===== src/logic/lpcc_pkg.sv =====
package lpcc_pkg;

    // Clock rates in kHz
    localparam int CORE_KHZ = 250000;
    localparam int HSI_KHZ  = 16000;
    localparam int LSI_KHZ  = 38;

    // Regulator settling before clocks return, least time
    localparam int REG_SETTLE_NS  = 100;
    localparam int REG_SETTLE_CYC =
        (REG_SETTLE_NS * (CORE_KHZ / 1000) + 999) / 1000;

    // Register byte offsets
    localparam logic [7:0] OFS_CTRL   = 8'h00;
    localparam logic [7:0] OFS_PCKEN  = 8'h04;
    localparam logic [7:0] OFS_MODE   = 8'h08;
    localparam logic [7:0] OFS_AWU    = 8'h0C;
    localparam logic [7:0] OFS_WDGRLD = 8'h10;
    localparam logic [7:0] OFS_WDGKEY = 8'h14;
    localparam logic [7:0] OFS_SLOPE  = 8'h18;
    localparam logic [7:0] OFS_STATUS = 8'h1C;

    // Field positions
    localparam int CTRL_PRESC_LSB = 0;
    localparam int CTRL_PA1OUT    = 3;
    localparam int CTRL_PA1VAL    = 4;
    localparam int STAT_REGLP     = 0;
    localparam int STAT_WDGRUN    = 1;
    localparam int STAT_ST_LSB    = 4;
    localparam int STAT_WDGCNT_LSB = 16;

    // Reset values
    localparam logic [2:0]  PRESC_RST  = 3'h0;
    localparam logic [7:0]  PCKEN_RST  = 8'h00;
    localparam logic [15:0] AWU_RST    = 16'h0026;
    localparam logic [11:0] WDGRLD_RST = 12'hFFF;
    localparam logic [17:0] SLOPE_RST  = 18'h00000;
    // Pins that are true open drain have no slope control
    localparam logic [17:0] OD_MASK    = 18'h00000;

    // Watchdog keys
    localparam logic [7:0] KEY_START   = 8'hCC;
    localparam logic [7:0] KEY_REFRESH = 8'hAA;

    // AXI responses
    localparam logic [1:0] RESP_OKAY   = 2'h0;
    localparam logic [1:0] RESP_SLVERR = 2'h2;

    // Mode commands written to the mode register
    typedef enum logic [1:0] {
        CMD_NONE  = 2'b00,
        CMD_WAIT  = 2'b01,
        CMD_AHALT = 2'b10,
        CMD_HALT  = 2'b11
    } lpcc_cmd_t;

    // Power mode states
    typedef enum logic [2:0] {
        ST_RUN   = 3'b000,
        ST_WAIT  = 3'b001,
        ST_AHALT = 3'b010,
        ST_HALT  = 3'b011,
        ST_WAKE  = 3'b100
    } lpcc_state_t;

    typedef struct packed {
        logic [7:0]  awaddr;
        logic        awvalid;
        logic [31:0] wdata;
        logic [3:0]  wstrb;
        logic        wvalid;
        logic        bready;
        logic [7:0]  araddr;
        logic        arvalid;
        logic        rready;
    } lpcc_axi_req_t;

    typedef struct packed {
        logic        awready;
        logic        wready;
        logic        bvalid;
        logic [1:0]  bresp;
        logic        arready;
        logic        rvalid;
        logic [31:0] rdata;
        logic [1:0]  rresp;
    } lpcc_axi_rsp_t;

    // Pad controls for reset pin and pulled-up port pins
    typedef struct packed {
        logic pa1Out;
        logic pa1Oe;
        logic pa1Pullup;
        logic pa0Pullup;
        logic pb0Pullup;
        logic pb4Pullup;
    } lpcc_pads_t;

endpackage


===== src/logic/lpcc_top.sv =====
`timescale 1ns/1ps
module lpcc_top (
    // Clock and reset
    input  wire logic                   core_clk,
    input  wire logic                   rst_b,
    // Register bus
    input  wire lpcc_pkg::lpcc_axi_req_t axiReq,
    output      lpcc_pkg::lpcc_axi_rsp_t axiRsp,
    // Wake sources
    input  wire logic                   extIrq,
    input  wire logic                   periphIrq,
    // Pins
    input  wire logic                   resetPinIn,
    output      lpcc_pkg::lpcc_pads_t    pads,
    output      logic [17:0]            slopeFast,
    // Clock gates and power
    output      logic                   cpuClkEn,
    output      logic [7:0]             perClkEn,
    output      logic                   lowPowerRegulator,
    output      logic                   wdgResetReq,
    output      logic                   resetPinReq
);
    import lpcc_pkg::*;

    typedef struct packed {
        logic [1:0]    rstPinSync;
        logic [1:0]    extIrqSync;
        logic [17:0]   hsiAcc;
        logic [17:0]   lsiAcc;
        logic [6:0]    divCnt;
        logic [2:0]    presc;
        logic          pa1AsOut;
        logic          pa1Val;
        logic [7:0]    pcken;
        logic [15:0]   awuPeriod;
        logic [15:0]   awuCnt;
        logic          wdgRun;
        logic [11:0]   wdgReload;
        logic [11:0]   wdgCnt;
        logic [17:0]   slope;
        lpcc_state_t   st;
        logic [7:0]    settleCnt;
        logic          regLowPower;
        logic          cpuClkEn;
        logic [7:0]    perClkEn;
        logic          wdgResetReq;
        logic          resetPinReq;
        lpcc_pads_t    pads;
        logic          awHave;
        logic [7:0]    awAddr;
        logic          wHave;
        logic [31:0]   wData;
        logic [3:0]    wStrb;
        lpcc_axi_rsp_t rsp;
    } lpcc_top_state_t;

    logic [1:0]       rstSync_reg;
    logic             rstN;
    lpcc_top_state_t  s_reg;
    lpcc_top_state_t  s_next;
    logic             hsiTick;
    logic             lsiTick;
    logic             sysTick;
    logic [6:0]       divMask;
    logic [18:0]      hsiStep;
    logic [18:0]      lsiStep;

    // Fractional step: adds rate per cycle, ticks on wrap
    function automatic logic [18:0] fracStep(input logic [17:0] acc,
                                             input int rateKhz);
        logic [18:0] sum;
        sum = {1'b0, acc} + 19'(rateKhz);
        if (sum >= 19'(CORE_KHZ)) begin
            fracStep = {1'b1, 18'(sum - 19'(CORE_KHZ))};
        end else begin
            fracStep = {1'b0, sum[17:0]};
        end
    endfunction

    // Byte-lane merge of a write into a register
    function automatic logic [31:0] mergeBytes(input logic [31:0] old,
                                               input logic [31:0] data,
                                               input logic [3:0] strb);
        logic [31:0] res;
        res = old;
        for (int i = 0; i < 4; i++) begin
            if (strb[i]) begin
                res[i*8 +: 8] = data[i*8 +: 8];
            end
        end
        mergeBytes = res;
    endfunction

    // Reset release through two flops
    always_ff @(posedge core_clk or negedge rst_b) begin
        if (!rst_b) begin
            rstSync_reg <= 2'h0;
        end else begin
            rstSync_reg <= {rstSync_reg[0], 1'b1};
        end
    end
    assign rstN = rstSync_reg[1];

    // Oscillator ticks and prescaled system clock enable
    assign hsiStep = fracStep(s_reg.hsiAcc, HSI_KHZ);
    assign lsiStep = fracStep(s_reg.lsiAcc, LSI_KHZ);
    assign hsiTick = hsiStep[18];
    assign lsiTick = lsiStep[18];
    assign divMask = 7'((8'h01 << s_reg.presc) - 8'h01);
    assign sysTick = hsiTick && ((s_reg.divCnt & divMask) == divMask);

    // Next state of the whole block
    always_comb begin
        logic [31:0] cur;
        logic        doWrite;
        cur = 32'h0;
        doWrite = 1'b0;
        s_next = s_reg;
        s_next.rstPinSync = {s_reg.rstPinSync[0], resetPinIn};
        s_next.extIrqSync = {s_reg.extIrqSync[0], extIrq};
        s_next.hsiAcc = hsiStep[17:0];
        s_next.lsiAcc = lsiStep[17:0];
        if (hsiTick) begin
            s_next.divCnt = s_reg.divCnt + 7'h01;
        end

        // Gated enables per destination
        s_next.cpuClkEn = sysTick && (s_reg.st == ST_RUN);
        for (int i = 0; i < 8; i++) begin
            s_next.perClkEn[i] = sysTick && s_reg.pcken[i] &&
                ((s_reg.st == ST_RUN) || (s_reg.st == ST_WAIT));
        end

        // Watchdog on the slow tick, whatever the mode
        s_next.wdgResetReq = 1'b0;
        if (s_reg.wdgRun && lsiTick) begin
            if (s_reg.wdgCnt == 12'h000) begin
                s_next.wdgResetReq = 1'b1;
                s_next.wdgCnt = s_reg.wdgReload;
            end else begin
                s_next.wdgCnt = s_reg.wdgCnt - 12'h001;
            end
        end

        // Pads after reset release
        s_next.pads.pb0Pullup = 1'b0;
        s_next.pads.pb4Pullup = 1'b0;
        s_next.pads.pa0Pullup = 1'b1;
        s_next.pads.pa1Oe = s_reg.pa1AsOut;
        s_next.pads.pa1Out = s_reg.pa1Val;
        s_next.pads.pa1Pullup = !s_reg.pa1AsOut;
        s_next.resetPinReq = !s_reg.pa1AsOut && !s_reg.rstPinSync[1];

        // Power mode sequencing
        unique case (s_reg.st)
            ST_RUN: begin
            end
            ST_WAIT: begin
                if (s_reg.extIrqSync[1] || periphIrq) begin
                    s_next.st = ST_RUN;
                end
            end
            ST_AHALT: begin
                if (s_reg.awuCnt == 16'h0000 || s_reg.extIrqSync[1]) begin
                    s_next.st = ST_WAKE;
                    s_next.settleCnt = 8'h00;
                end else if (lsiTick) begin
                    s_next.awuCnt = s_reg.awuCnt - 16'h0001;
                end
            end
            ST_HALT: begin
                if (s_reg.extIrqSync[1]) begin
                    s_next.st = ST_WAKE;
                    s_next.settleCnt = 8'h00;
                end
            end
            ST_WAKE: begin
                s_next.regLowPower = 1'b0;
                if (s_reg.settleCnt >= 8'(REG_SETTLE_CYC - 1)) begin
                    s_next.st = ST_RUN;
                end else begin
                    s_next.settleCnt = s_reg.settleCnt + 8'h01;
                end
            end
        endcase

        // Bus: address and data taken in either order
        if (axiReq.awvalid && s_reg.rsp.awready) begin
            s_next.awHave = 1'b1;
            s_next.awAddr = axiReq.awaddr;
        end
        if (axiReq.wvalid && s_reg.rsp.wready) begin
            s_next.wHave = 1'b1;
            s_next.wData = axiReq.wdata;
            s_next.wStrb = axiReq.wstrb;
        end
        if (s_reg.rsp.bvalid && axiReq.bready) begin
            s_next.rsp.bvalid = 1'b0;
        end
        doWrite = s_reg.awHave && s_reg.wHave && !s_reg.rsp.bvalid;
        if (doWrite) begin
            s_next.awHave = 1'b0;
            s_next.wHave = 1'b0;
            s_next.rsp.bvalid = 1'b1;
            s_next.rsp.bresp = RESP_OKAY;
            unique case ({s_reg.awAddr[7:2], 2'b00})
                OFS_CTRL: begin
                    cur = mergeBytes({27'h0, s_reg.pa1Val, s_reg.pa1AsOut,
                        s_reg.presc}, s_reg.wData, s_reg.wStrb);
                    s_next.presc = cur[CTRL_PRESC_LSB +: 3];
                    s_next.pa1AsOut = cur[CTRL_PA1OUT];
                    s_next.pa1Val = cur[CTRL_PA1VAL];
                end
                OFS_PCKEN: begin
                    cur = mergeBytes({24'h0, s_reg.pcken}, s_reg.wData,
                        s_reg.wStrb);
                    s_next.pcken = cur[7:0];
                end
                OFS_MODE: begin
                    if (s_reg.st == ST_RUN && s_reg.wStrb[0]) begin
                        unique case (lpcc_cmd_t'(s_reg.wData[1:0]))
                            CMD_NONE: begin
                            end
                            CMD_WAIT: begin
                                s_next.st = ST_WAIT;
                            end
                            CMD_AHALT: begin
                                s_next.st = ST_AHALT;
                                s_next.regLowPower = 1'b1;
                                s_next.awuCnt = s_reg.awuPeriod;
                            end
                            CMD_HALT: begin
                                s_next.st = ST_HALT;
                                s_next.regLowPower = 1'b1;
                            end
                        endcase
                    end
                end
                OFS_AWU: begin
                    cur = mergeBytes({16'h0, s_reg.awuPeriod}, s_reg.wData,
                        s_reg.wStrb);
                    s_next.awuPeriod = cur[15:0];
                end
                OFS_WDGRLD: begin
                    cur = mergeBytes({20'h0, s_reg.wdgReload}, s_reg.wData,
                        s_reg.wStrb);
                    s_next.wdgReload = cur[11:0];
                end
                OFS_WDGKEY: begin
                    if (s_reg.wStrb[0] && s_reg.wData[7:0] == KEY_START) begin
                        s_next.wdgRun = 1'b1;
                        s_next.wdgCnt = s_reg.wdgReload;
                    end else if (s_reg.wStrb[0] &&
                                 s_reg.wData[7:0] == KEY_REFRESH) begin
                        s_next.wdgCnt = s_reg.wdgReload;
                    end
                end
                OFS_SLOPE: begin
                    cur = mergeBytes({14'h0, s_reg.slope}, s_reg.wData,
                        s_reg.wStrb);
                    s_next.slope = cur[17:0] & ~OD_MASK;
                end
                OFS_STATUS: begin
                end
                default: begin
                    s_next.rsp.bresp = RESP_SLVERR;
                end
            endcase
        end
        s_next.rsp.awready = !s_next.awHave;
        s_next.rsp.wready = !s_next.wHave;

        // Bus: read path
        if (s_reg.rsp.rvalid && axiReq.rready) begin
            s_next.rsp.rvalid = 1'b0;
        end
        if (axiReq.arvalid && s_reg.rsp.arready) begin
            s_next.rsp.rvalid = 1'b1;
            s_next.rsp.rresp = RESP_OKAY;
            s_next.rsp.rdata = 32'h0;
            unique case ({axiReq.araddr[7:2], 2'b00})
                OFS_CTRL: s_next.rsp.rdata = {27'h0, s_reg.pa1Val,
                    s_reg.pa1AsOut, s_reg.presc};
                OFS_PCKEN:  s_next.rsp.rdata = {24'h0, s_reg.pcken};
                OFS_MODE:   s_next.rsp.rdata = {29'h0, s_reg.st};
                OFS_AWU:    s_next.rsp.rdata = {16'h0, s_reg.awuPeriod};
                OFS_WDGRLD: s_next.rsp.rdata = {20'h0, s_reg.wdgReload};
                OFS_WDGKEY: s_next.rsp.rdata = 32'h0;
                OFS_SLOPE:  s_next.rsp.rdata = {14'h0, s_reg.slope};
                OFS_STATUS: begin
                    s_next.rsp.rdata[STAT_REGLP] = s_reg.regLowPower;
                    s_next.rsp.rdata[STAT_WDGRUN] = s_reg.wdgRun;
                    s_next.rsp.rdata[STAT_ST_LSB +: 3] = s_reg.st;
                    s_next.rsp.rdata[STAT_WDGCNT_LSB +: 12] = s_reg.wdgCnt;
                end
                default: s_next.rsp.rresp = RESP_SLVERR;
            endcase
        end
        s_next.rsp.arready = !s_next.rsp.rvalid;
    end

    // State register; pads hold reset-phase pulls
    always_ff @(posedge core_clk or negedge rstN) begin
        if (!rstN) begin
            s_reg <= '0;
            s_reg.presc <= PRESC_RST;
            s_reg.pcken <= PCKEN_RST;
            s_reg.awuPeriod <= AWU_RST;
            s_reg.wdgReload <= WDGRLD_RST;
            s_reg.wdgCnt <= WDGRLD_RST;
            s_reg.slope <= SLOPE_RST;
            s_reg.st <= ST_RUN;
            s_reg.rstPinSync <= 2'h3;
            s_reg.pads.pa1Pullup <= 1'b1;
            s_reg.pads.pa0Pullup <= 1'b1;
            s_reg.pads.pb0Pullup <= 1'b1;
            s_reg.pads.pb4Pullup <= 1'b1;
        end else begin
            s_reg <= s_next;
        end
    end

    // Outputs straight from the state register
    assign axiRsp = s_reg.rsp;
    assign pads = s_reg.pads;
    assign slopeFast = s_reg.slope;
    assign cpuClkEn = s_reg.cpuClkEn;
    assign perClkEn = s_reg.perClkEn;
    assign lowPowerRegulator = s_reg.regLowPower;
    assign wdgResetReq = s_reg.wdgResetReq;
    assign resetPinReq = s_reg.resetPinReq;
endmodule // lpcc_top


===== config.mk =====
export PLATFORM = sky130hd
export DESIGN_NAME = lpcc_top
export DESIGN_NICKNAME = d
export VERILOG_FILES = /design/src/logic/lpcc_pkg.sv /design/src/logic/lpcc_top.sv
export SDC_FILE = /design/constraint.sdc
export NUM_CORES = 1
export LEC_CHECK = 0
export ABC_CLOCK_PERIOD_IN_PS = 8300
export BUFFER_PORTS_ARGS = -buffer_cell sky130_fd_sc_hd__buf_2
export CAP_MARGIN = 20
export CORE_MARGIN = 2
export CORE_UTILIZATION = 57
export DETAILED_ROUTE_END_ITERATION = 12
export PLACE_DENSITY = 0.78
export SLEW_MARGIN = 20
export SYNTH_ARGS = -nofsm -noshare
export SYNTH_HDL_FRONTEND = slang
export SYNTH_SLANG_ARGS = --single-unit
export TNS_END_PERCENT = 50

===== constraint.sdc =====
create_clock -name core_clk -period 8.3 [get_ports core_clk]
set_clock_uncertainty 0.1 [all_clocks]
set_input_delay 1.66 -clock core_clk [delete_from_list [all_inputs] [get_ports core_clk]]
set_output_delay 1.66 -clock core_clk [all_outputs]
set_load 0.01 [all_outputs]

* Yosys cells after proc, flatten, opt, wreduce, memory -nomap -nowiden *
Index checks and enable logic that the tools add are counted.

word-level totals
  bits in registers = 247
  input port bits = 62
  output and inout port bits = 77
  word-level logic and storage cells = 200

operators by class
  add/sub/neg operators = 9
  order comparisons = 3
  equal/unequal tests = 27
  shift-type cells = 1
  multiplexer cells = 55
  bitwise operators = 1
  reductions and logical operators = 60

operators with widths
  kind                    count
  $mux 16                 6
  $mux 12                 6
  $mux 62                 1
  $eq 6x3->1 const B      8
  $ge 19x18->1 const B    2
  $mux 19                 2
  $mux 37                 1
  $pmux 9 s4              1
  $sub 18x18->18 const B  2
  $mux 35                 1
  $mux 8                  4
  $logic_and 1x1->1       30
  $reduce_and 3->1        10
  $eq 6x2->1 const B      4
  $pmux 12 s2             1
  $pmux 8 s3              1
  $mux 11                 2
  $add 18x14->19 const B  1
  $add 18x6->19 const B   1
  $mux 18                 1
  $pmux 3 s6              1
  $eq 8x8->1 const B      2
  $logic_not 16->1        1
  $reduce_or 8->1         2
  34 further kinds        65

* Longest topological paths before layout *
  depth after elaboration = 10
  gate-level depth with buffers = 13

* Worst setup path after synthesis *
OpenSTA, ideal clock, no wires.

  path kind = input-to-reg
  from = input axiReq[4] (netlist bit)
  to = register s_reg (netlist bit axiRsp[20])
  setup time = 67 ps
  arrival = 3283 ps
  slack = 4850 ps
  cell stages on the path = 6
  path buffers = 3
  path through = clkbuf_1 -> clkbuf_1 -> clkbuf_1 -> nand2_1 -> nor2_1 -> a22o_1

on the way
  longest elaborated chain between the ends = 2
  elaborated cells between the ends (all ways) = 3
  those cells by class = eq/ne (2); mux (1)

ends and longest elaborated chain
  item                  RTL line         RTL
  start, declared       lpcc_top.sv:7    input wire lpcc_pkg::lpcc_axi_req_t axiReq,
  $eq 6x3->1            lpcc_top.sv:281  unique case ({axiReq.araddr[7:2], 2'b00})
  $pmux 12 s2 (*)       lpcc_top.sv:281
  end signal, assigned  lpcc_top.sv:319  s_reg <= s_next;
  end, declared         lpcc_top.sv:59   lpcc_top_state_t s_reg;

Every way passes the cells marked *; elsewhere a longest branch is shown, timed or not.
A chain may end at the register's enable or synchronous reset.

==> qor.yml <==
status: "finished clean"
worst_path_max_delay_cell: "a211oi_4"
antenna_found_initial: 1
diodes: 0
vdd_drop_max_mv: 0.300
first_pass_iters: 5
n_fill_cell: 1530
clk_pin_slew_ps: 60
start_kind: "register"
drc_errors: 0
wl_met2_um: 12000
worst_hold_slack_ps: 250
tightestPinTransition_ps: 1010
avgViaCountPerCell: 5.95
cts_buffers: 25
clock_latency_ps: 530
powerDensity_mw_per_mm2: 263
postCtsHoldBufs: 0
reg2reg_depth: 10
crit_required_ps: 8660
cts_buffer_depth: 3
largest_reg_flops: 148
routed_wl_um: 25200
async_flop_share: 1.00
drt_first_iter_violations: 675
num_rows: 51
critPathTopFamily: "compound AO/OA/AOI/OAI gates"
grt_max_degree: 88
core_mm2: 0.0195
final.setup.worst_slack_ps: 4420
tritoncts: "built"
clock_sinks: 223
yosysMostFrequentCell: "dfrtp_1"
dp_hpwl_um: 17400
pre_cts_ws_ps: 4080
slew_headroom: 0.328
p_leak_nw: 5.78
end_kind: "register"
path_max_fanout: 21
crit_chain: "inv_1 -> ha_1 -> nand3b_4 -> a2111oi_4 -> xnor2_1 -> and3_4 -> a211oi_4 -> o211ai_2 -> or4b_1 -> a31oi_1"
port_buffers: 112
root_buffer: "clkbuf_16"
dieArea_mm2: 0.0210
max_cap_violations: 0
synth-edff-count: 0
cp.arrival_ps: 4240
max_freq_mhz: 258
drive_gt1_frac: 0.279
yosysUniqueCellTypes: 85
start_util: 0.581
ctsResizeCount: 0
place_congestion: 0.885
critical_path_depth: 10
hp-class: "register to register"
routed.top_layer: "met4"
fin_crit_ps: 3880
layout.nets: 1152
ys_top_cells_by_area: "dfrtp_1, mux2_2, dfstp_2"
ant_nets: 0
ys_seq_area_frac: 0.497
critPathBufInv: 1
wl_per_cell_um: 18.5
synth_ff_type: "dfrtp_1"
pin_count: 139
dr_total_vias: 8099
synth_area_mm2: 0.0113
hold_violations: 0
rsz0062_at_grt: "no"
grt_pass1_wl_um: 41100
synth_cells: 1047
synth-seq-cells: 223
fin_area_mm2: 0.0124
crit_type: "register to register"
syn_avg_cell_area_um2: 10.8
track_usage: 0.246
overflow: 0
setup_viol: 0
area_growth_pct: 9.43
drv_slew: 0
netlist.top_cell.by_area: "dfrtp_1"
holdPathStages: 0
cts_htree_levels: 1
post_cts_buffers: 0
die_w_um: 145
synth_top_area_share: 0.425
die_h_um: 145
synth.top_cells.by_count: "dfrtp_1, mux2_2, nor2_1"
wl_met1_um: 10900
met3_length_um: 1830
grt_pass1_vias: 8106
dpl_cell_area_mm2: 0.0115
finalCritPeriodShare: 0.468
utilization: 0.636
tns_ps: 0
yosysWarnings: 0
max_stage_delay_ps: 820
## power breakdown
part	total, W	internal [W]	switching (W)	leakage [nW]
clock	0.00111	0.000665	0.000446	0.423
combinational	0.000569	0.000287	0.000282	2.53
sequential	0.00158	0.00132	0.000255	2.83
total	0.00326	0.00228	0.000983	5.78
## layer usage
metal,GRT usage,vias to the layer above
li1,-,3734
met1,0.335,4028
met2,0.402,286
met3,0.0507,51
met4,0.0741,0
met5,0,-
## path summary, 6_finish.rpt
check,startpoint,end,slack [ps]
worst max-delay path,s_reg[212],s_reg[172],4420
worst min-delay path,rstSync_reg[0],rstSync_reg[1],250
worst max register to register,s_reg[212],s_reg[172],4420
worst min register to register,rstSync_reg[0],rstSync_reg[1],250
max in group asynchronous,rstSync_reg[1],axiRsp[23],6400
min in group asynchronous,rstSync_reg[1],s_reg[51],330
## through the flow
| step | instances | total power (W) |
|---|---|---|
| floorplan | 1054 | 0.00198 |
| global placement | 1316 | 0.00211 |
| detailed placement | 1316 | 0.00215 |
| CTS | 1362 | 0.00327 |
| global route | 1362 | 0.00342 |
| finish | 1362 | 0.00326 |
## layout by cell type, fill, tap and decap left out, drive strengths merged, types with 5 or more instances in the layout
| cell | instances |
|---|---|
| a211oi | 11 |
| a21oi | 35 |
| a221oi | 5 |
| a222oi | 5 |
| a22o | 13 |
| a22oi | 8 |
| a31oi | 15 |
| and2 | 16 |
| and3 | 7 |
| buf | 117 |
| clkbuf | 34 |
| clkinv | 8 |
| conb | 9 |
| dfrtp | 192 |
| dfstp | 31 |
| ha | 12 |
| inv | 40 |
| mux2 | 88 |
| mux2i | 14 |
| nand2 | 64 |
| nand2b | 5 |
| nand3 | 25 |
| nand3b | 5 |
| nand4 | 12 |
| nor2 | 82 |
| nor2b | 6 |
| nor3 | 17 |
| nor4 | 12 |
| o2111ai | 11 |
| o211ai | 7 |
| o21ai | 44 |
| o31ai | 7 |
| or2 | 7 |
| or3 | 13 |
| xnor2 | 33 |
| xor2 | 25 |
## layout make-up
class	count	area, µm²	share of cell area
well taps	265	332	0.0268
clock buffers	34	709	0.0573
repair buffers	117	602	0.0486
inverters	38	143	0.0115
flip-flops and latches	223	5620	0.454
multi-input cells	673	4840	0.391
clock inverters	12	129	0.0104
## worst register-to-register path, stage by stage, from the launching register on
cell and delay, ps:
dfrtp_1 440, inv_1 90, ha_1 250, nand3b_4 220, a2111oi_4 390, xnor2_1 170, and3_4 220, a211oi_4 820
o211ai_2 360, or4b_1 580, a31oi_1 170
## cell families (layout without fill, tap and decap cells)
family	after synthesis	in the layout	share of synthesized area
xor+xnor	58	58	0.0449
mux	105	105	0.106
other cells	2	9	0.000664
fa+ha+maj	12	12	0.0133
buf+inv	158	201	0.0792
simple gates	287	287	0.129
compound gates	202	202	0.130
flops	223	223	0.497
No activity file was read; power rests on OpenSTA's default activity.
